`config.mk`:
```
export PLATFORM = sky130hd
export DESIGN_NAME = smcg_top
export DESIGN_NICKNAME = d
export VERILOG_FILES = /design/src/hw/smcg_pkg.sv /design/src/hw/smcg_wake_if.sv /design/src/hw/smcg_top.sv /design/src/hw/smcg_pin_sync.sv
export SDC_FILE = /design/constraint.sdc
export NUM_CORES = 1
export LEC_CHECK = 0
export BUFFER_PORTS_ARGS = -buffer_cell sky130_fd_sc_hd__buf_4
export CORE_ASPECT_RATIO = 1.5
export CORE_MARGIN = 2
export CORE_UTILIZATION = 53
export DETAILED_ROUTE_END_ITERATION = 12
export PLACE_DENSITY = 0.95
export SYNTH_ARGS = -nofsm -noshare
export SYNTH_HDL_FRONTEND = slang
export SYNTH_SLANG_ARGS = --single-unit
```
`constraint.sdc`:
```
create_clock -name clk -period 3.2 [get_ports clk]
set_input_delay 0.32 -clock clk [delete_from_list [all_inputs] [get_ports clk]]
set_output_delay 0.32 -clock clk [all_outputs]
set_load 0.05 [all_outputs]
```
`src/hw/smcg_pkg.sv`:
```
package smcg_pkg;
    // Sleep mode encodings
    localparam logic [2:0] MODE_IDLE     = 3'h0;
    localparam logic [2:0] MODE_NOISE    = 3'h1;
    localparam logic [2:0] MODE_PDOWN    = 3'h2;
    localparam logic [2:0] MODE_PSAVE    = 3'h3;
    localparam logic [2:0] MODE_STANDBY  = 3'h6;
    localparam logic [2:0] MODE_EXTSTBY  = 3'h7;
    localparam int         PERIPH_COUNT  = 8;
    localparam int         PRR_ADC_BIT   = 0;
    localparam int         PRR_TIM2_BIT  = 6;
    // Standby wake time and interrupt halt, in cycles
    localparam logic [7:0] STANDBY_WAKE_CYCLES = 8'h06;
    localparam logic [7:0] IRQ_HALT_CYCLES     = 8'h04;
    localparam logic [7:0] FAST_CLOCK_SOURCE_SELECT_FUSES_ZERO     = 8'h00;
    localparam logic [3:0] CLOCK_SOURCE_SELECT_FUSES_XTAL_MIN      = 4'h8;
    localparam int         STARTUP_SCALE_SHIFT = 4;
    localparam logic [1:0] SYNC_RESET          = 2'h0;
    localparam logic [7:0] COUNT_RESET         = 8'h00;

    typedef enum logic [2:0] {
        SMCG_ACTIVE,
        SMCG_SLEEP,
        SMCG_STARTUP,
        SMCG_HALT
    } smcg_state_e;
endpackage

```
`src/hw/smcg_wake_if.sv`:
```
`timescale 1ns/1ps
interface smcg_wake_if;
    logic [2:0] mode;
    logic       asleep;
    logic       timer_async;
    logic       level_irq_raw;
    logic       pin_change_raw;
    logic       level_irq;
    logic       pin_change;
    logic       wake_hit;

    modport filt
    (
        input  mode,
        input  asleep,
        input  timer_async,
        input  level_irq_raw,
        input  pin_change_raw,
        output level_irq,
        output pin_change,
        output wake_hit
    );

    modport ctl
    (
        output mode,
        output asleep,
        output timer_async,
        output level_irq_raw,
        output pin_change_raw,
        input  level_irq,
        input  pin_change,
        input  wake_hit
    );
endinterface

```
`src/hw/smcg_top.sv`:
```
`timescale 1ns/1ps
module smcg_top
(
    input  wire logic                                  clk,
    input  wire logic                                  rst_n,
    input  wire logic [2:0]                            sleep_mode_select,
    input  wire logic                                  sleep_enable_bit,
    input  wire logic                                  sleep_instr,
    input  wire logic [smcg_pkg::PERIPH_COUNT-1:0]     power_reduction_bits,
    input  wire logic [smcg_pkg::PERIPH_COUNT-1:0]     periph_access,
    input  wire logic [3:0]                            clock_source_select_fuses,
    input  wire logic [1:0]                            startup_time_fuses,
    input  wire logic                                  brownout_level_fuses,
    input  wire logic                                  brownout_sleep_off,
    input  wire logic                                  debug_system_fuse,
    input  wire logic                                  scan_port_enable_fuse,
    input  wire logic                                  debug_port_disable,
    input  wire logic                                  global_irq_enable,
    input  wire logic [1:0]                            async_timer_interrupt_mask,
    input  wire logic [1:0]                            async_timer_event,
    input  wire logic                                  async_timer_async,
    input  wire logic                                  async_timer_enable,
    input  wire logic                                  converter_enable,
    input  wire logic                                  converter_done,
    input  wire logic                                  comparator_enable,
    input  wire logic                                  comparator_uses_ref,
    input  wire logic                                  ext_reset_wake,
    input  wire logic                                  watchdog_reset_wake,
    input  wire logic                                  watchdog_irq_wake,
    input  wire logic                                  brownout_reset_wake,
    input  wire logic                                  two_wire_match,
    input  wire logic                                  mem_ready_irq,
    input  wire logic                                  ext_level_irq,
    input  wire logic                                  pin_change_irq,
    output logic                                       clk_cpu_en,
    output logic                                       clk_flash_en,
    output logic                                       clk_io_en,
    output logic                                       clk_adc_en,
    output logic                                       clk_async_en,
    output logic                                       main_osc_en,
    output logic                                       timer_osc_en,
    output logic                                       timer_sync_clk_en,
    output logic [smcg_pkg::PERIPH_COUNT-1:0]          periph_clk_en,
    output logic [smcg_pkg::PERIPH_COUNT-1:0]          periph_access_ok,
    output logic                                       converter_on,
    output logic                                       converter_extended,
    output logic                                       comparator_on,
    output logic                                       brownout_on,
    output logic                                       vref_on,
    output logic                                       input_buf_en,
    output logic                                       irq_raise,
    output logic                                       cpu_resume,
    output logic [2:0]                                 active_mode
);
    // ****************************************
    // State
    // ****************************************
    typedef struct packed {
        smcg_pkg::smcg_state_e st;
        logic [2:0]            mode;
        logic [7:0]            cnt;
        logic                  irq_wake;
        logic                  conv_prev;
        logic                  conv_ext;
        logic [2:0]            ext_rst;
        logic [2:0]            ext_tw;
        logic                  clk_cpu_en;
        logic                  clk_flash_en;
        logic                  clk_io_en;
        logic                  clk_adc_en;
        logic                  clk_async_en;
        logic                  main_osc_en;
        logic                  timer_osc_en;
        logic                  timer_sync_clk_en;
        logic [smcg_pkg::PERIPH_COUNT-1:0] periph_clk_en;
        logic [smcg_pkg::PERIPH_COUNT-1:0] periph_access_ok;
        logic                  converter_on;
        logic                  comparator_on;
        logic                  brownout_on;
        logic                  vref_on;
        logic                  input_buf_en;
        logic                  irq_raise;
        logic                  cpu_resume;
    } smcg_state_s;

    smcg_state_s r;
    smcg_state_s next_r;
    smcg_wake_if w ();

    assign w.mode           = r.mode;
    assign w.asleep         = (r.st == smcg_pkg::SMCG_SLEEP);
    assign w.timer_async    = async_timer_async;
    assign w.level_irq_raw  = ext_level_irq;
    assign w.pin_change_raw = pin_change_irq;

    smcg_pin_sync u_sync
    (
        .clk   (clk),
        .rst_n (rst_n),
        .w     (w)
    );

    // ****************************************
    // Mode decode and wake qualification
    // ****************************************
    logic       mode_legal;
    logic       crystal;
    logic       timer_wake;
    logic       any_wake;
    logic       deep;
    logic       timer_kept;
    logic       next_deep;
    logic       debug_keep;
    logic [7:0] startup_cycles;

    always_comb
    begin
        crystal    = (clock_source_select_fuses >= smcg_pkg::CLOCK_SOURCE_SELECT_FUSES_XTAL_MIN);
        mode_legal = (sleep_mode_select == smcg_pkg::MODE_IDLE)
            || (sleep_mode_select == smcg_pkg::MODE_NOISE)
            || (sleep_mode_select == smcg_pkg::MODE_PDOWN)
            || (sleep_mode_select == smcg_pkg::MODE_PSAVE)
            || ((sleep_mode_select == smcg_pkg::MODE_STANDBY) && crystal)
            || ((sleep_mode_select == smcg_pkg::MODE_EXTSTBY) && crystal);
        deep       = (r.mode != smcg_pkg::MODE_IDLE) && (r.mode != smcg_pkg::MODE_NOISE);
        timer_kept = async_timer_enable && ((r.mode == smcg_pkg::MODE_PSAVE)
            || (r.mode == smcg_pkg::MODE_EXTSTBY)
            || ((r.mode == smcg_pkg::MODE_NOISE) && async_timer_async)
            || (r.mode == smcg_pkg::MODE_IDLE));
        // Timer event wakes only with its own enables and the global enable
        timer_wake = timer_kept && global_irq_enable
            && |(async_timer_event & async_timer_interrupt_mask);
        // Resets, watchdog, two-wire match and wake pins always wake; timer, memory-ready and converter depend on mode
        any_wake   = r.ext_rst[2] || watchdog_reset_wake || watchdog_irq_wake
            || brownout_reset_wake || r.ext_tw[2] || w.wake_hit || timer_wake;
        if (!deep)
        begin
            any_wake = any_wake || mem_ready_irq || converter_done;
        end
        debug_keep = debug_system_fuse && scan_port_enable_fuse && !debug_port_disable;
        // Start-up scaled by fuses; long fuse startup delays are shortened for area
        startup_cycles = 8'({clock_source_select_fuses, startup_time_fuses} << smcg_pkg::STARTUP_SCALE_SHIFT)
            + smcg_pkg::STANDBY_WAKE_CYCLES;
    end

    // ****************************************
    // Sequencer and clock tree
    // ****************************************
    always_comb
    begin
        next_r            = r;
        next_r.irq_raise  = 1'b0;
        next_r.cpu_resume = 1'b0;
        next_r.ext_rst    = {r.ext_rst[1:0], ext_reset_wake};
        next_r.ext_tw     = {r.ext_tw[1:0], two_wire_match};
        case (r.st)
            smcg_pkg::SMCG_ACTIVE:
            begin
                // Sleep needs both the enable bit and the instruction
                if (sleep_instr && sleep_enable_bit && mode_legal)
                begin
                    next_r.st   = smcg_pkg::SMCG_SLEEP;
                    next_r.mode = sleep_mode_select;
                end
            end
            smcg_pkg::SMCG_SLEEP:
            begin
                if (any_wake)
                begin
                    next_r.irq_wake = !(r.ext_rst[2] || watchdog_reset_wake || brownout_reset_wake);
                    next_r.st       = smcg_pkg::SMCG_STARTUP;
                    if ((r.mode == smcg_pkg::MODE_STANDBY) || (r.mode == smcg_pkg::MODE_EXTSTBY)
                        || !deep)
                    begin
                        next_r.cnt = smcg_pkg::STANDBY_WAKE_CYCLES - 8'h01;
                    end
                    else
                    begin
                        next_r.cnt = startup_cycles;
                    end
                end
            end
            smcg_pkg::SMCG_STARTUP:
            begin
                if (r.cnt == smcg_pkg::FAST_CLOCK_SOURCE_SELECT_FUSES_ZERO)
                begin
                    if (r.irq_wake)
                    begin
                        next_r.st  = smcg_pkg::SMCG_HALT;
                        next_r.cnt = smcg_pkg::IRQ_HALT_CYCLES - 8'h01;
                        // Outside Idle, a level that dropped early wakes but raises nothing
                        next_r.irq_raise = !(w.level_irq == 1'b0 && r.mode != smcg_pkg::MODE_IDLE
                            && !timer_wake && !watchdog_irq_wake && !r.ext_tw[2]
                            && !w.pin_change);
                    end
                    else
                    begin
                        next_r.st         = smcg_pkg::SMCG_ACTIVE;
                        next_r.cpu_resume = 1'b1;
                    end
                end
                else
                begin
                    next_r.cnt = r.cnt - 8'h01;
                end
            end
            smcg_pkg::SMCG_HALT:
            begin
                if (r.cnt == smcg_pkg::COUNT_RESET)
                begin
                    next_r.st         = smcg_pkg::SMCG_ACTIVE;
                    next_r.cpu_resume = 1'b1;
                end
                else
                begin
                    next_r.cnt = r.cnt - 8'h01;
                end
            end
            default:
            begin
                next_r.st = smcg_pkg::SMCG_ACTIVE;
            end
        endcase

        // Clock domains follow the mode only while truly asleep
        if (next_r.st == smcg_pkg::SMCG_SLEEP)
        begin
            next_r.clk_cpu_en   = 1'b0;
            next_r.clk_flash_en = 1'b0;
            next_r.clk_io_en    = (next_r.mode == smcg_pkg::MODE_IDLE);
            next_r.clk_adc_en   = (next_r.mode == smcg_pkg::MODE_IDLE)
                || (next_r.mode == smcg_pkg::MODE_NOISE);
            next_r.clk_async_en = async_timer_enable && async_timer_async
                && (next_r.mode != smcg_pkg::MODE_PDOWN)
                && (next_r.mode != smcg_pkg::MODE_STANDBY);
            // Power-down stops the oscillator unless Standby, a synchronously clocked Power-save timer or debug keeps it
            next_r.main_osc_en  = (next_r.mode == smcg_pkg::MODE_IDLE)
                || (next_r.mode == smcg_pkg::MODE_NOISE)
                || (next_r.mode == smcg_pkg::MODE_STANDBY)
                || (next_r.mode == smcg_pkg::MODE_EXTSTBY)
                || (next_r.mode == smcg_pkg::MODE_PSAVE && async_timer_enable && !async_timer_async)
                || debug_keep;
            next_r.timer_osc_en = async_timer_enable && async_timer_async
                && (next_r.mode != smcg_pkg::MODE_PDOWN)
                && (next_r.mode != smcg_pkg::MODE_STANDBY);
            next_r.timer_sync_clk_en = async_timer_enable && !async_timer_async
                && ((next_r.mode == smcg_pkg::MODE_PSAVE)
                || (next_r.mode == smcg_pkg::MODE_EXTSTBY));
        end
        else
        begin
            next_r.clk_cpu_en        = (next_r.st == smcg_pkg::SMCG_ACTIVE);
            next_r.clk_flash_en      = (next_r.st == smcg_pkg::SMCG_ACTIVE);
            next_r.clk_io_en         = 1'b1;
            next_r.clk_adc_en        = 1'b1;
            next_r.clk_async_en      = async_timer_enable && async_timer_async;
            next_r.main_osc_en       = 1'b1;
            next_r.timer_osc_en      = async_timer_enable && async_timer_async;
            next_r.timer_sync_clk_en = async_timer_enable && !async_timer_async;
        end

        // Peripheral gating: bits act while I/O clock runs, other modes stop all but the async timer
        for (int i = 0; i < smcg_pkg::PERIPH_COUNT; i++)
        begin
            next_r.periph_clk_en[i]    = next_r.clk_io_en && !power_reduction_bits[i];
            next_r.periph_access_ok[i] = periph_access[i] && !power_reduction_bits[i];
        end
        // Async timer keeps counting on its own clock regardless of gating
        if (async_timer_async)
        begin
            next_r.periph_clk_en[smcg_pkg::PRR_TIM2_BIT] = next_r.clk_async_en;
        end

        // Comparator, brown-out and input buffers follow the mode being entered, so the entry edge already sees it
        next_deep = (next_r.mode != smcg_pkg::MODE_IDLE) && (next_r.mode != smcg_pkg::MODE_NOISE);
        next_r.converter_on  = converter_enable && !power_reduction_bits[smcg_pkg::PRR_ADC_BIT];
        next_r.conv_prev     = next_r.converter_on;
        if (next_r.converter_on && !r.conv_prev)
        begin
            next_r.conv_ext = 1'b1;
        end
        else if (converter_done)
        begin
            next_r.conv_ext = 1'b0;
        end
        next_r.comparator_on = comparator_enable
            && !((next_r.st == smcg_pkg::SMCG_SLEEP) && next_deep);
        next_r.brownout_on   = brownout_level_fuses
            && !((next_r.st == smcg_pkg::SMCG_SLEEP) && next_deep && brownout_sleep_off);
        // Reference stays up for a comparator that uses it, even once sleep stops the comparator
        next_r.vref_on       = next_r.brownout_on
            || (comparator_enable && comparator_uses_ref) || next_r.converter_on;
        // Wake pins are watched by the synchroniser, not through these buffers
        next_r.input_buf_en  = !((next_r.st == smcg_pkg::SMCG_SLEEP) && next_deep);
    end

    always_ff @(posedge clk or negedge rst_n)
    begin
        if (!rst_n)
        begin
            r                   <= '0;
            r.st                <= smcg_pkg::SMCG_ACTIVE;
            r.clk_cpu_en        <= 1'b1;
            r.clk_flash_en      <= 1'b1;
            r.clk_io_en         <= 1'b1;
            r.clk_adc_en        <= 1'b1;
            r.main_osc_en       <= 1'b1;
            r.periph_clk_en     <= '1;
            r.input_buf_en      <= 1'b1;
        end
        else
        begin
            r <= next_r;
        end
    end

    // ****************************************
    // Outputs
    // ****************************************
    assign clk_cpu_en         = r.clk_cpu_en;
    assign clk_flash_en       = r.clk_flash_en;
    assign clk_io_en          = r.clk_io_en;
    assign clk_adc_en         = r.clk_adc_en;
    assign clk_async_en       = r.clk_async_en;
    assign main_osc_en        = r.main_osc_en;
    assign timer_osc_en       = r.timer_osc_en;
    assign timer_sync_clk_en  = r.timer_sync_clk_en;
    assign periph_clk_en      = r.periph_clk_en;
    assign periph_access_ok   = r.periph_access_ok;
    assign converter_on       = r.converter_on;
    assign converter_extended = r.conv_ext;
    assign comparator_on      = r.comparator_on;
    assign brownout_on        = r.brownout_on;
    assign vref_on            = r.vref_on;
    assign input_buf_en       = r.input_buf_en;
    assign irq_raise          = r.irq_raise;
    assign cpu_resume         = r.cpu_resume;
    assign active_mode        = r.mode;
endmodule

```
`src/hw/smcg_pin_sync.sv`:
```
`timescale 1ns/1ps
// ****************************************
// Pin synchroniser for wake pins
// ****************************************
module smcg_pin_sync
(
    input  wire logic clk,
    input  wire logic rst_n,
    smcg_wake_if.filt w
);
    typedef struct packed {
        logic [2:0] lvl;
        logic [2:0] pc;
        logic       lvl_q;
        logic       pc_q;
    } smcg_sync_s;

    smcg_sync_s r;
    smcg_sync_s next_r;

    always_comb
    begin
        next_r     = r;
        next_r.lvl = {r.lvl[1:0], w.level_irq_raw};
        next_r.pc  = {r.pc[1:0], w.pin_change_raw};
        // Change counts only once stages two and three agree
        if (r.lvl[1] == r.lvl[2])
        begin
            next_r.lvl_q = r.lvl[2];
        end
        if (r.pc[1] == r.pc[2])
        begin
            next_r.pc_q = r.pc[2];
        end
    end

    always_ff @(posedge clk or negedge rst_n)
    begin
        if (!rst_n)
        begin
            r <= '0;
        end
        else
        begin
            r <= next_r;
        end
    end

    assign w.level_irq  = r.lvl_q;
    assign w.pin_change = r.pc_q;
    // Level and pin-change wake sources only reach the wake logic while asleep
    assign w.wake_hit   = w.asleep && (r.lvl_q || r.pc_q);
endmodule

```
## Yosys cells after proc, flatten, opt, wreduce, memory -nomap -nowiden

Cells that the tools add are included.

| cells by class | value |
|---|---|
| shift-type cells | 0 |
| equal/unequal tests | 26 |
| divide/modulo/power cells | 0 |
| magnitude comparators | 1 |
| bitwise gates (word level) | 2 |
| multiplexer cells | 24 |
| multipliers | 0 |
| reduce and logical (&&, ||, !) cells | 109 |
| add/subtract/negate cells | 2 |

Operator list:

| cell | count |
|---|---|
| $logic_and 1x1->1 | 48 |
| $mux 8 | 5 |
| $logic_or 1x1->1 | 28 |
| $pmux 8 s3 | 1 |
| $logic_not 1->1 | 20 |
| $eq 3x2->1 const B | 6 |
| $eq 3x3->1 const B | 6 |
| $eq 3x1->1 const B | 5 |
| $logic_not 3->1 | 5 |
| $mux 3 | 4 |
| $pmux 3 s4 | 1 |
| $mux 9 | 1 |
| $reduce_bool 3->1 | 3 |
| $add 8x3->8 const B | 1 |
| $logic_not 8->1 | 1 |
| $mux 1 | 8 |
| $sub 8x1->8 const B | 1 |
| $mux 6 | 1 |
| $ne 3x1->1 const B | 2 |
| $ne 3x3->1 const B | 2 |
| $ge 4x4->1 const B | 1 |
| $mux 2 | 2 |
| $ne 2x2->1 const B | 2 |
| $reduce_and 4->1 | 1 |
| other kinds (8) | 9 |

| storage, ports and cells | value |
|---|---|
| logic and storage cells | 192 |
| register bits | 61 |
| bits in latches | 0 |
| memories | 0 |
| RAM bits | 0 |
| ROM bits | 0 |
| output and inout bits | 35 |
| input port bits | 53 |

## Depth between registers and ports, before layout

Gate-level depths: netlist (run 1).

| logic depth | value |
|---|---|
| depth in word-level cells | 20 |
| mapped depth | 10 |
| depth with buffers taken out | 9 |

## Modules after synthesis

Synthesis (run 1) repeated with hierarchy kept, for this count alone.

| unflattened totals | value |
|---|---|
| cells, all modules | 226 |
| area, all modules | 2508.7 µm² |

Modules (own cells, without submodules):

| module | sequential area each (µm²) | area an instance (µm²) | times used | cells each |
|---|---|---|---|---|
| smcg_top | 1266.2 | 2278.4 | 1 | 215 |
| smcg_pin_sync | 200.2 | 230.2 | 1 | 11 |

## Worst setup path after synthesis (run 1)

No wires, ideal clock.

| timing path | value |
|---|---|
| path type | register -> register |
| start point | register r[40] in the netlist's numbering |
| end point | register r[45] in the netlist's numbering |
| cell stages (with the launch flop) | 10 |
| data arrival time | 1985 ps |
| buffers on the path | 1 |
| period minus slack after synthesis | 2114 ps |
| path slack | 1086 ps |
| cells stage by stage | dfrtp_1 inv_1 ha_1 or3b_2 or2_0 clkbuf_1 o21ai_0 a21oi_1 o21ai_0 o21ai_0 |

| between the ends | value |
|---|---|
| word-level cells in the longest chain between the ends | 3 |

Ends and longest elaborated chain:

| what | RTL line | RTL |
|---|---|---|
| start: declaration | smcg_top.sv:86 | `smcg_state_s r;` |
| start signal: assignment | smcg_top.sv:313 | `r <= next_r;` |
| $sub 8x1->8 / $logic_not 8->1 (equally long branches) | - |  |
| $mux 8, or another cell as far along | smcg_top.sv:209 | `if (r.cnt == smcg_pkg::COUNT_RESET)` |
| $pmux 8 s3 / $reduce_and 4->1 (equally long branches) | - |  |

Parallel ways exist; a longest one is shown, timed or not. The select of a mux whose other input is x is not followed.
A chain may end at the register's enable or synchronous reset.

==> results.ini, run 1 <==
[die]
dieArea_sq_um = 5320
initial_core_util = 0.554
core_sq_um = 4540
die_h_um = 88.4
num_io_pins = 88
rows = 30
dieWidth_um = 60.2

[detailed_routing]
wl_per_cell_um = 14.4
postRouteWirelength_um = 5270
viasPerCell = 5.19
drt_iter0_drc = 63
vias = 1905
first_pass_iters = 4
route.detailed.drc = 0
antenna_left = 0

[sta]
skew_ns = 0.00426
max_clock_freq_mhz = 409
slew_headroom = 0.494
rsz0062_at_grt = no
drv_slew = 0
finalSetupTns_ns = 0
fin_crit_sh = 0.763
setup_viol_count_final = 0
tightest_slew_ns = 0.752
timing.hold.ws_ns = 0.0337
final.min_clock_period_ns = 2.44
hold_viol_final = 0

[placement]
placedCellCount = 351
portBuffers = 86
gp_congestion = 0.867
place_hpwl_um = 4010

[clock_tree]
cts_setup_buffers = 0
cts_tree = built
hold_buffers = 0
cts_resized = 0
clk_latency_ns = 0.33
clkSinkCount = 58
cts_buffer_depth = 2
cts_made_buffers = 9
cts_root_buffer = clkbuf_8
clkSlewWorstSetupHoldPaths_ns = 0.06
cts-htree-levels = 3

[grt]
grt_max_degree = 59
gr-usage-met2 = 0.377
antenna_found_initial = 0
first_global_vias = 1854
met3_usage = 0.0760
grt_usage = 0.217
gr-total-overflow = 0
grt_util_met1 = 0.226
grt_pass1_wl_um = 8320
busiest_layer = met2

[yosys]
syn_inst = 226
ys_ff_latch = 58
synth_most_common_cell = dfrtp_1
synth-edff-count = 0
synth_cell_types = 50
synth_top_area_share = 0.458
yosys_warnings = 0
synthTopCellsByCount = dfrtp_1 (46), buf_4 (23), o21ai_0 (19), nor2_1 (18), nor2b_1 (16)
syn_avg_cell_area_sq_um = 11.1
synth_area_sq_um = 2510
syn_nets = 281
yosys_most_used_dff = dfrtp_1
ys_seq_area_frac = 0.583
yosysTopAreaCell = dfrtp_1
async_flop_share = 1.00
synth_area_leaders = dfrtp_1 (46%), dfstp_2 (13%), buf_4 (6.9%)

[setup_path]
cp_max_fo = 8
start_kind = flop
cp.arrival_ns = 2.65
critical_path_required_ns = 3.41
end_kind = flop
worstSetupPathType = reg2reg

[cells_and_area]
fillerInstances = 352
n_antenna_cell = 0
register_area_sq_um = 1470
instances_no_fill = 367
multiInputGateArea_sq_um = 820
area_delta_synth_final_pct = 31.1
layout-drive-gt1-share = 0.403
fin_nets = 353

[power]
ir_drop_mv = 0.562
power_density_nw_per_um2 = 670
finalPower_mw = 2.21
p_leak_nw = 1.54

[hold_path]
worstHoldPathType = in2async

[flow_run]
drv_cap = 0

[status]
status = completed

==> state kept, by name, summed over array words and instances (netlist names) <==
register,cells
r,14
periph_access_ok,8
periph_clk_en,8
next_r,4
u_sync.next_r,4
active_mode,3
u_sync.r,2
brownout_on,1
clk_adc_en,1
clk_async_en,1
clk_cpu_en,1
clk_io_en,1
comparator_on,1
converter_extended,1
converter_on,1
cpu_resume,1
irq_raise,1
main_osc_en,1
timer_sync_clk_en,1
u_sync.w.level_irq,1
u_sync.w.pin_change,1
vref_on,1
==> worst max-delay path, cell delays in order (launching register included) <==
cell and delay [ns]:
dfrtp_1 0.45, inv_1 0.11, ha_1 0.20, o21ai_0 0.08, o211ai_1 0.16, a2111oi_4 0.56
a31oi_1 0.27, o21a_1 0.26, a211o_1 0.23
==> final timing paths <==
kind	start	to	slack (ns)	depth (start not counted)
worst min register to register	next_r[36]	r[36]	0.35	0
max in group asynchronous	rst_n	brownout_on	2.71	1
worst max register to register	active_mode[1]	vref_on	0.76	8
worst min-delay path	rst_n	next_r[35]	0.03	1
min in group clk	ext_reset_wake	next_r[35]	0.10	1
worst max-delay path	active_mode[1]	vref_on	0.76	8
==> cells in the final DEF (no fill, tap or decap), types with 3 or more instances in the layout <==
cell and instances:
buf_4 86, dfrtp_1 46, o21ai_0 19, nor2_1 18, nor2b_1 16, inv_1 13, dfstp_2 12, clkbuf_8 12
nand2_1 11, a21oi_1 11, nor3_1 8, o22ai_1 3
==> cells by family (layout without fill, tap and decap cells) <==
family / count (synthesis) / after routing / share of synthesized area
other: 1 / 1 / 0.00149
adder cells (fa/ha/maj): 4 / 4 / 0.0179
AO/OA/AOI/OAI: 58 / 58 / 0.163
buffers and inverters: 38 / 115 / 0.0910
AND/OR/NAND/NOR: 65 / 65 / 0.135
flip-flops: 58 / 58 / 0.583
multiplexers: 2 / 2 / 0.00846
==> layer usage <==
metal / part of all wire / vias to the layer above / wire length (um)
met5: 0 / - / 0
met4: 0.027 / 0 / 143
met3: 0.079 / 15 / 415
met2: 0.53 / 87 / 2790
met1: 0.36 / 896 / 1920
li1: - / 907 / -
==> power by group <==
part	internal, mW	switching, mW	total, mW	leakage [nW]
clock network	0.500	0.270	0.770	0.119
logic	0.200	0.337	0.536	0.729
registers	0.831	0.0726	0.903	0.695
total	1.53	0.679	2.21	1.54
==> layout make-up <==
cell class / instances / area share
clock buffers: 12 / 0.0501
clock inverters: 4 / 0.0220
inverters: 13 / 0.0148
multi-input cells: 130 / 0.248
flip-flops and latches: 58 / 0.445
well taps: 64 / 0.0243
repair buffers: 86 / 0.196
==> metrics by stage <==
step	worst slack [ns]	util	area, sq um
5_1_grt	0.556	0.726	3300
3_5_place_dp	0.810	0.674	3060
2_1_floorplan	1.09	-	2510
6_report	0.757	0.726	3300
3_3_place_gp	0.821	0.674	3060
4_1_cts	0.791	0.726	3300
(Power assumes the default switching activity.)
==> run 2, diff against run 1 <==
Settings changed: CORE_UTILIZATION 53 to 49, PLACE_DENSITY 0.95 to 0.9.
Clock period 3.2 ns to 2.55 ns, I/O delays scaled along.
==> run 2 against run 1 <==
Sequential power grew 27%; clock power grew 3.4%; highest routed layer unchanged; largest cell class unchanged; non-clock buffer count grew 5; cell area is essentially flat; largest power group unchanged.
==> results.ini, run 2 (synthesized netlist as in run 1, its figures left out) <==
[status]
status = completed  ; unchanged

[grt]
grt_max_degree = 59  ; unchanged
antenna_found_initial = 0  ; unchanged
grt_pass1_wl_um = 9510  ; was 8320 um
grt_usage = 0.220  ; was 0.217
gr-total-overflow = 0  ; unchanged
first_global_vias = 1993  ; was 1854

[detailed_routing]
route.detailed.drc = 0  ; unchanged
first_pass_iters = 4  ; unchanged
vias = 1982  ; was 1905
viasPerCell = 5.30  ; was 5.19
postRouteWirelength_um = 5770  ; was 5270 um
antenna_left = 0  ; unchanged
wl_per_cell_um = 15.4  ; was 14.4 um
drt_iter0_drc = 89  ; was 63

[sta]
final.min_clock_period_ns = 2.48  ; was 2.44 ns
fin_crit_sh = 0.971  ; was 0.763
finalSetupTns_ns = 0  ; unchanged
setup_viol_count_final = 0  ; unchanged
rsz0062_at_grt = no  ; unchanged
tightest_slew_ns = 0.724  ; was 0.752 ns
slew_headroom = 0.513  ; was 0.494
drv_slew = 0  ; unchanged
max_clock_freq_mhz = 404  ; was 409 MHz
hold_viol_final = 0  ; unchanged
skew_ns = 0.00748  ; was 0.00426 ns

[setup_path]
start_kind = flop  ; unchanged
end_kind = flop  ; unchanged
critical_path_required_ns = 2.76  ; was 3.41 ns
cp.arrival_ns = 2.69  ; was 2.65 ns
worstSetupPathType = reg2reg  ; unchanged
startpoint = r[40]  ; was active_mode[1]
r2r_start = r[40]  ; was active_mode[1]
cp_max_fo = 16  ; was 8

[clock_tree]
cts_root_buffer = clkbuf_8  ; unchanged
clkSlewWorstSetupHoldPaths_ns = 0.06  ; about the same
cts-htree-levels = 3  ; unchanged
clkSinkCount = 58  ; unchanged
cts_made_buffers = 9  ; unchanged
cts_tree = built  ; unchanged
cts_buffer_depth = 2  ; unchanged
cts_setup_buffers = 0  ; unchanged
clk_latency_ns = 0.33  ; about the same

[die]
initial_core_util = 0.515  ; was 0.554
dieWidth_um = 62.5  ; was 60.2 um
die_h_um = 91.7  ; was 88.4 um
core_sq_um = 4890  ; was 4540 sq um
dieArea_sq_um = 5730  ; was 5320 sq um
rows = 31  ; was 30
num_io_pins = 88  ; unchanged

[cells_and_area]
regMostFlops = r  ; unchanged
fin_nets = 358  ; was 353
largest_reg_flops = 14  ; unchanged
layout_common_cells = buf_4 (89), dfrtp_1 (46), o21ai_0 (18), nor2_1 (18), nor2b_1 (16)  ; was buf_4 (86), dfrtp_1 (46), o21ai_0 (19)
n_antenna_cell = 0  ; unchanged
final_common_cell = buf_4  ; unchanged
instances_no_fill = 374  ; was 367
layout-drive-gt1-share = 0.396  ; was 0.403
area_delta_synth_final_pct = 31.2  ; was 31.1%

[placement]
placedCellCount = 356  ; was 351
gp_congestion = 0.912  ; was 0.867
portBuffers = 86  ; unchanged
place_hpwl_um = 4290  ; was 4010 um

[hold_path]
worstHoldPathType = in2reg  ; was in2async
min_from = ext_reset_wake

[power]
p_leak_nw = 1.55  ; was 1.54 nW
power_density_nw_per_um2 = 803  ; was 670 nW/um^2
ir_drop_mv = 0.557  ; was 0.562 mV
finalPower_mw = 2.65  ; was 2.21 mW

[flow_run]
drv_cap = 0  ; unchanged

run 2: routing by layer:
| metal | GRT usage | share of wire |
|---|---|---|
| met5 | 0 | 0 |
| met4 | 0.115 | 0.027 |
| met3 | 0.0712 | 0.065 |
| met2 | 0.396 | 0.55 |
| met1 | 0.224 | 0.35 |
run 2: repair_timing:
item | 4_1_cts | 5_1_grt
resized for setup | 0 | 2
hold buffers | 1 | 1
endpoints found under the setup margin | 0 | 6
hold endpoints to repair | 10 | 1
run 2: final timing paths:
check | end | cells past startpoint | slack, ns
worst max register to register | r[40] | 8 | 0.07
worst min-delay path | next_r[35] | 1 | 0.03
worst max-delay path | r[40] | 8 | 0.07
worst min register to register | u_sync.next_r[4] | 0 | 0.35
max in group asynchronous | periph_access_ok[5] | 2 | 1.58
min in group asynchronous | next_r[35] | 2 | 0.50
run 2: stage by stage:
step	util	instance area, sq um	worst slack [ns]	hold slack [ns]
floorplan	-	2510	0.436	-0.0406
global placement	0.631	3090	0.258	0.332
detailed placement	0.631	3090	0.150	0.335
CTS	0.672	3280	0.0845	0.0153
global route	0.675	3300	0.0339	0.00612
finish	0.675	3300	0.0733	0.0304
run 2: critical path, stage by stage, from the launching register on:
cell and delay, ns:
dfrtp_1 0.43, inv_1 0.11, ha_1 0.17, or3b_2 0.49
or2_0 0.38, o21ai_1 0.25, o21a_4 0.26, a21oi_1 0.06
a22o_1 0.21
run 2: cell type report:
type,instances,area [sq um]
Fill cell,407,1590
Timing Repair Buffer,91,688
Sequential cell,58,1470
Multi-Input combinational cell,130,826
Inverter,13,48.8
Tap cell,66,82.6
Clock inverter,3,40.0
Clock buffer,13,149
run 2: report_power, final:
part           leakage [nW]  switching [mW]  total, mW  internal [mW]
sequential            0.695           0.106       1.15           1.04
combinational         0.754           0.441      0.705          0.265
clock                0.0974           0.321      0.796          0.475
total                  1.55           0.867       2.65           1.78
==> run 3, diff against run 2 <==
Settings changed: CORE_UTILIZATION 49 to 45, PLACE_DENSITY 0.9 to 0.87.
Clock period 2.55 ns to 2 ns, I/O delays scaled along.
==> run 3 against run 2 <==
Combinational power increased by 86%; maximum frequency increased by 15%; critical endpoint is now vref_on; critical path depth increased by 1; critical path type unchanged; the flow now finishes with violations (negative setup slack); cell count increased by 14%; via count increased by 11%; clock-buffer cell count decreased by 2; register-to-register slack got worse by 0.22 ns; first-iteration DRC count increased by 61%; cell area increased by 16%; global-route usage decreased by 1.8 points.
==> results.ini, run 3 (synthesized netlist as in run 1, its figures left out) <==
[clock_tree]
clk_latency_ns = 0.34  ; was 0.33 ns
clkSlewWorstSetupHoldPaths_ns = 0.07  ; was 0.06 ns
cts_buffer_depth = 2  ; unchanged
cts_made_buffers = 9  ; unchanged
cts_root_buffer = clkbuf_8  ; unchanged
cts_tree = built  ; unchanged
cts-htree-levels = 3  ; unchanged
clkSinkCount = 58  ; unchanged

[setup_path]
r2r_end = vref_on  ; was r[40]
reg2reg_depth = 9  ; was 8
cpPeakStageDelay_ns = 0.42  ; was 0.49 ns
worstPathCellList = inv_2, ha_4, o21ai_2, o211ai_1, a2111oi_4, buf_4, a31oi_4, o21a_1, a211o_1  ; was inv_1, ha_1, or3b_2, or2_0, o21ai_1, o21a_4, a21oi_1, a22o_1
startpoint = active_mode[1]  ; was r[40]
end_kind = flop  ; unchanged
crit_path_end = vref_on  ; was r[40]
ff2ff_setup_slack_ns = -0.15  ; was 0.07 ns
start_kind = flop  ; unchanged
worstSetupPathType = reg2reg  ; unchanged
r2r_start = active_mode[1]  ; was r[40]
critical_path_required_ns = 2.22  ; was 2.76 ns
cp_slowest_cell = dfrtp_1  ; was or3b_2
cp.arrival_ns = 2.37  ; was 2.69 ns
cp_max_fo = 4  ; was 16

[grt]
busiest_layer = met2  ; unchanged
grt_max_degree = 59  ; unchanged
antenna_found_initial = 0  ; unchanged
met3_usage = 0.0708  ; was 0.0712
grt_usage = 0.202  ; was 0.220
grt_pass1_wl_um = 9290  ; was 9510 um
first_global_vias = 2065  ; was 1993
gr-total-overflow = 0  ; unchanged
gr-usage-met2 = 0.359  ; was 0.396
grt_util_met1 = 0.213  ; was 0.224

[hold_path]
min_from = power_reduction_bits[6]  ; was ext_reset_wake
worstHoldPathType = in2reg  ; unchanged

[power]
power_switching_mw = 1.24  ; was 867 uW
seqPwrFrac = 0.390  ; was 0.433
finalPower_mw = 3.67  ; was 2.65 mW
power_frac_clock = 0.253  ; was 0.301
ir_drop_mv = 0.602  ; was 0.557 mV
switching_share = 0.339  ; was 0.327
p_leak_nw = 1.80  ; was 1.55 nW
power_density_nw_per_um2 = 956  ; was 803 nW/um^2
internal-power_mw = 2.43  ; was 1.78 mW
comb_power_share = 0.357  ; was 0.266

[placement]
gp_congestion = 0.873  ; was 0.912
portBuffers = 86  ; unchanged
place_hpwl_um = 4190  ; was 4290 um
placedCellCount = 384  ; was 356

[die]
core_sq_um = 5450  ; was 4890 sq um
dieWidth_um = 65.0  ; was 62.5 um
initial_core_util = 0.461  ; was 0.515
rows = 33  ; was 31
dieArea_sq_um = 6220  ; was 5730 sq um
num_io_pins = 88  ; unchanged
die_h_um = 95.6  ; was 91.7 um

[cells_and_area]
largest_reg_flops = 14  ; unchanged
instances_no_fill = 427  ; was 374
layout-drive-gt1-share = 0.515  ; was 0.396
fillerInstances = 397  ; was 407
area_delta_synth_final_pct = 52.5  ; was 31.2%
n_antenna_cell = 0  ; unchanged
layout_common_cells = buf_4 (123), dfrtp_1 (46), nor2_1 (18)  ; was buf_4 (89), dfrtp_1 (46), o21ai_0 (18), nor2_1 (18), nor2b_1 (16)
regMostFlops = r  ; unchanged
fin_nets = 407  ; was 358
final_common_cell = buf_4  ; unchanged

[detailed_routing]
postRouteWirelength_um = 6310  ; was 5770 um
viasPerCell = 5.14  ; was 5.30
drt_iter0_drc = 143  ; was 89
first_pass_iters = 4  ; unchanged
wl_per_cell_um = 14.8  ; was 15.4 um
vias = 2194  ; was 1982
route.detailed.drc = 0  ; unchanged
antenna_left = 0  ; unchanged

[sta]
hold_viol_final = 0  ; unchanged
fin_crit_sh = 1.07  ; was 0.971
drv_slew = 0  ; unchanged
setup_viol_count_final = 10  ; was 0
slew_headroom = 0.538  ; was 0.513
skew_ns = 0.00993  ; was 0.00748 ns
finalSetupTns_ns = -0.406  ; was 0 ns
timing.hold.ws_ns = 0.0239  ; was 0.0304 ns
final.min_clock_period_ns = 2.15  ; was 2.48 ns
fin_ws_ns = -0.149  ; was 0.0733 ns
max_clock_freq_mhz = 465  ; was 404 MHz
rsz0062_at_grt = yes  ; was no
tightest_slew_ns = 0.691  ; was 0.724 ns

[status]
status = finished with violations  ; was completed
failed_checks = negative setup slack

[flow_run]
drv_cap = 0  ; unchanged

[run 3: timing repair]
action | CTS | global route
endpoints found under the setup margin | 19 | 25
gates resized for setup | 13 | 30
hold buffers | 12 | 0
buffers inserted | 4 | 11
hold endpoints to repair | 57 | 0
pin swaps | 5 | 16
[run 3: metrics by stage]
step	instance area [sq um]	setup WS, ns	util
finish	3830	-0.149	0.704
global route	3830	-0.250	0.704
CTS	3650	-0.0638	0.670
detailed placement	3290	-0.0737	0.603
global placement	3290	-0.0534	0.603
floorplan	2520	0.00118	-
[run 3: cell type report]
type | instances | area [sq um] | area share
Sequential cell | 58 | 1470 | 0.382
Timing Repair Buffer | 140 | 1120 | 0.291
Clock buffer | 11 | 141 | 0.0369
Inverter | 13 | 48.8 | 0.0127
Tap cell | 70 | 87.6 | 0.0228
Clock inverter | 5 | 30.0 | 0.00783
Multi-Input combinational cell | 130 | 943 | 0.246
[run 3: power by group through the flow]
| stage | logic, mW | clock network (mW) | registers, mW |
|---|---|---|---|
| 3_3_place_gp | 1.07 | 0 | 1.43 |
| 3_5_place_dp | 1.08 | 0 | 1.44 |
| 4_1_cts | 1.15 | 0.944 | 1.42 |
| 6_report | 1.31 | 0.928 | 1.43 |
| 5_1_grt | 1.41 | 1.00 | 1.45 |
| 2_1_floorplan | 0.598 | 0 | 1.48 |
[run 3: worst min path at each step]
| stage | to | slack, ns | cells after the start |
|---|---|---|---|
| floorplan | active_mode[0] | -0.1 | 0 |
| global placement | brownout_on | 0.28 | 1 |
| detailed placement | brownout_on | 0.29 | 1 |
| CTS | periph_access_ok[6] | 0.02 | 2 |
| global route | periph_access_ok[6] | 0.02 | 2 |
| finish | periph_access_ok[6] | 0.02 | 2 |
[run 3: metal layers]
layer / vias to the layer above / wire length (um)
met4: 0 / 155
li1: 1022 / -
met3: 13 / 484
met1: 1064 / 2220
met5: - / 0
met2: 95 / 3450
[run 3: critical path, delay by kind of cell, from the launching register on]
kind            cells  cell delay [ns]
compound gates      6             1.16
fa+ha+maj           1             0.15
buf+inv             2             0.28
flops               1             0.42
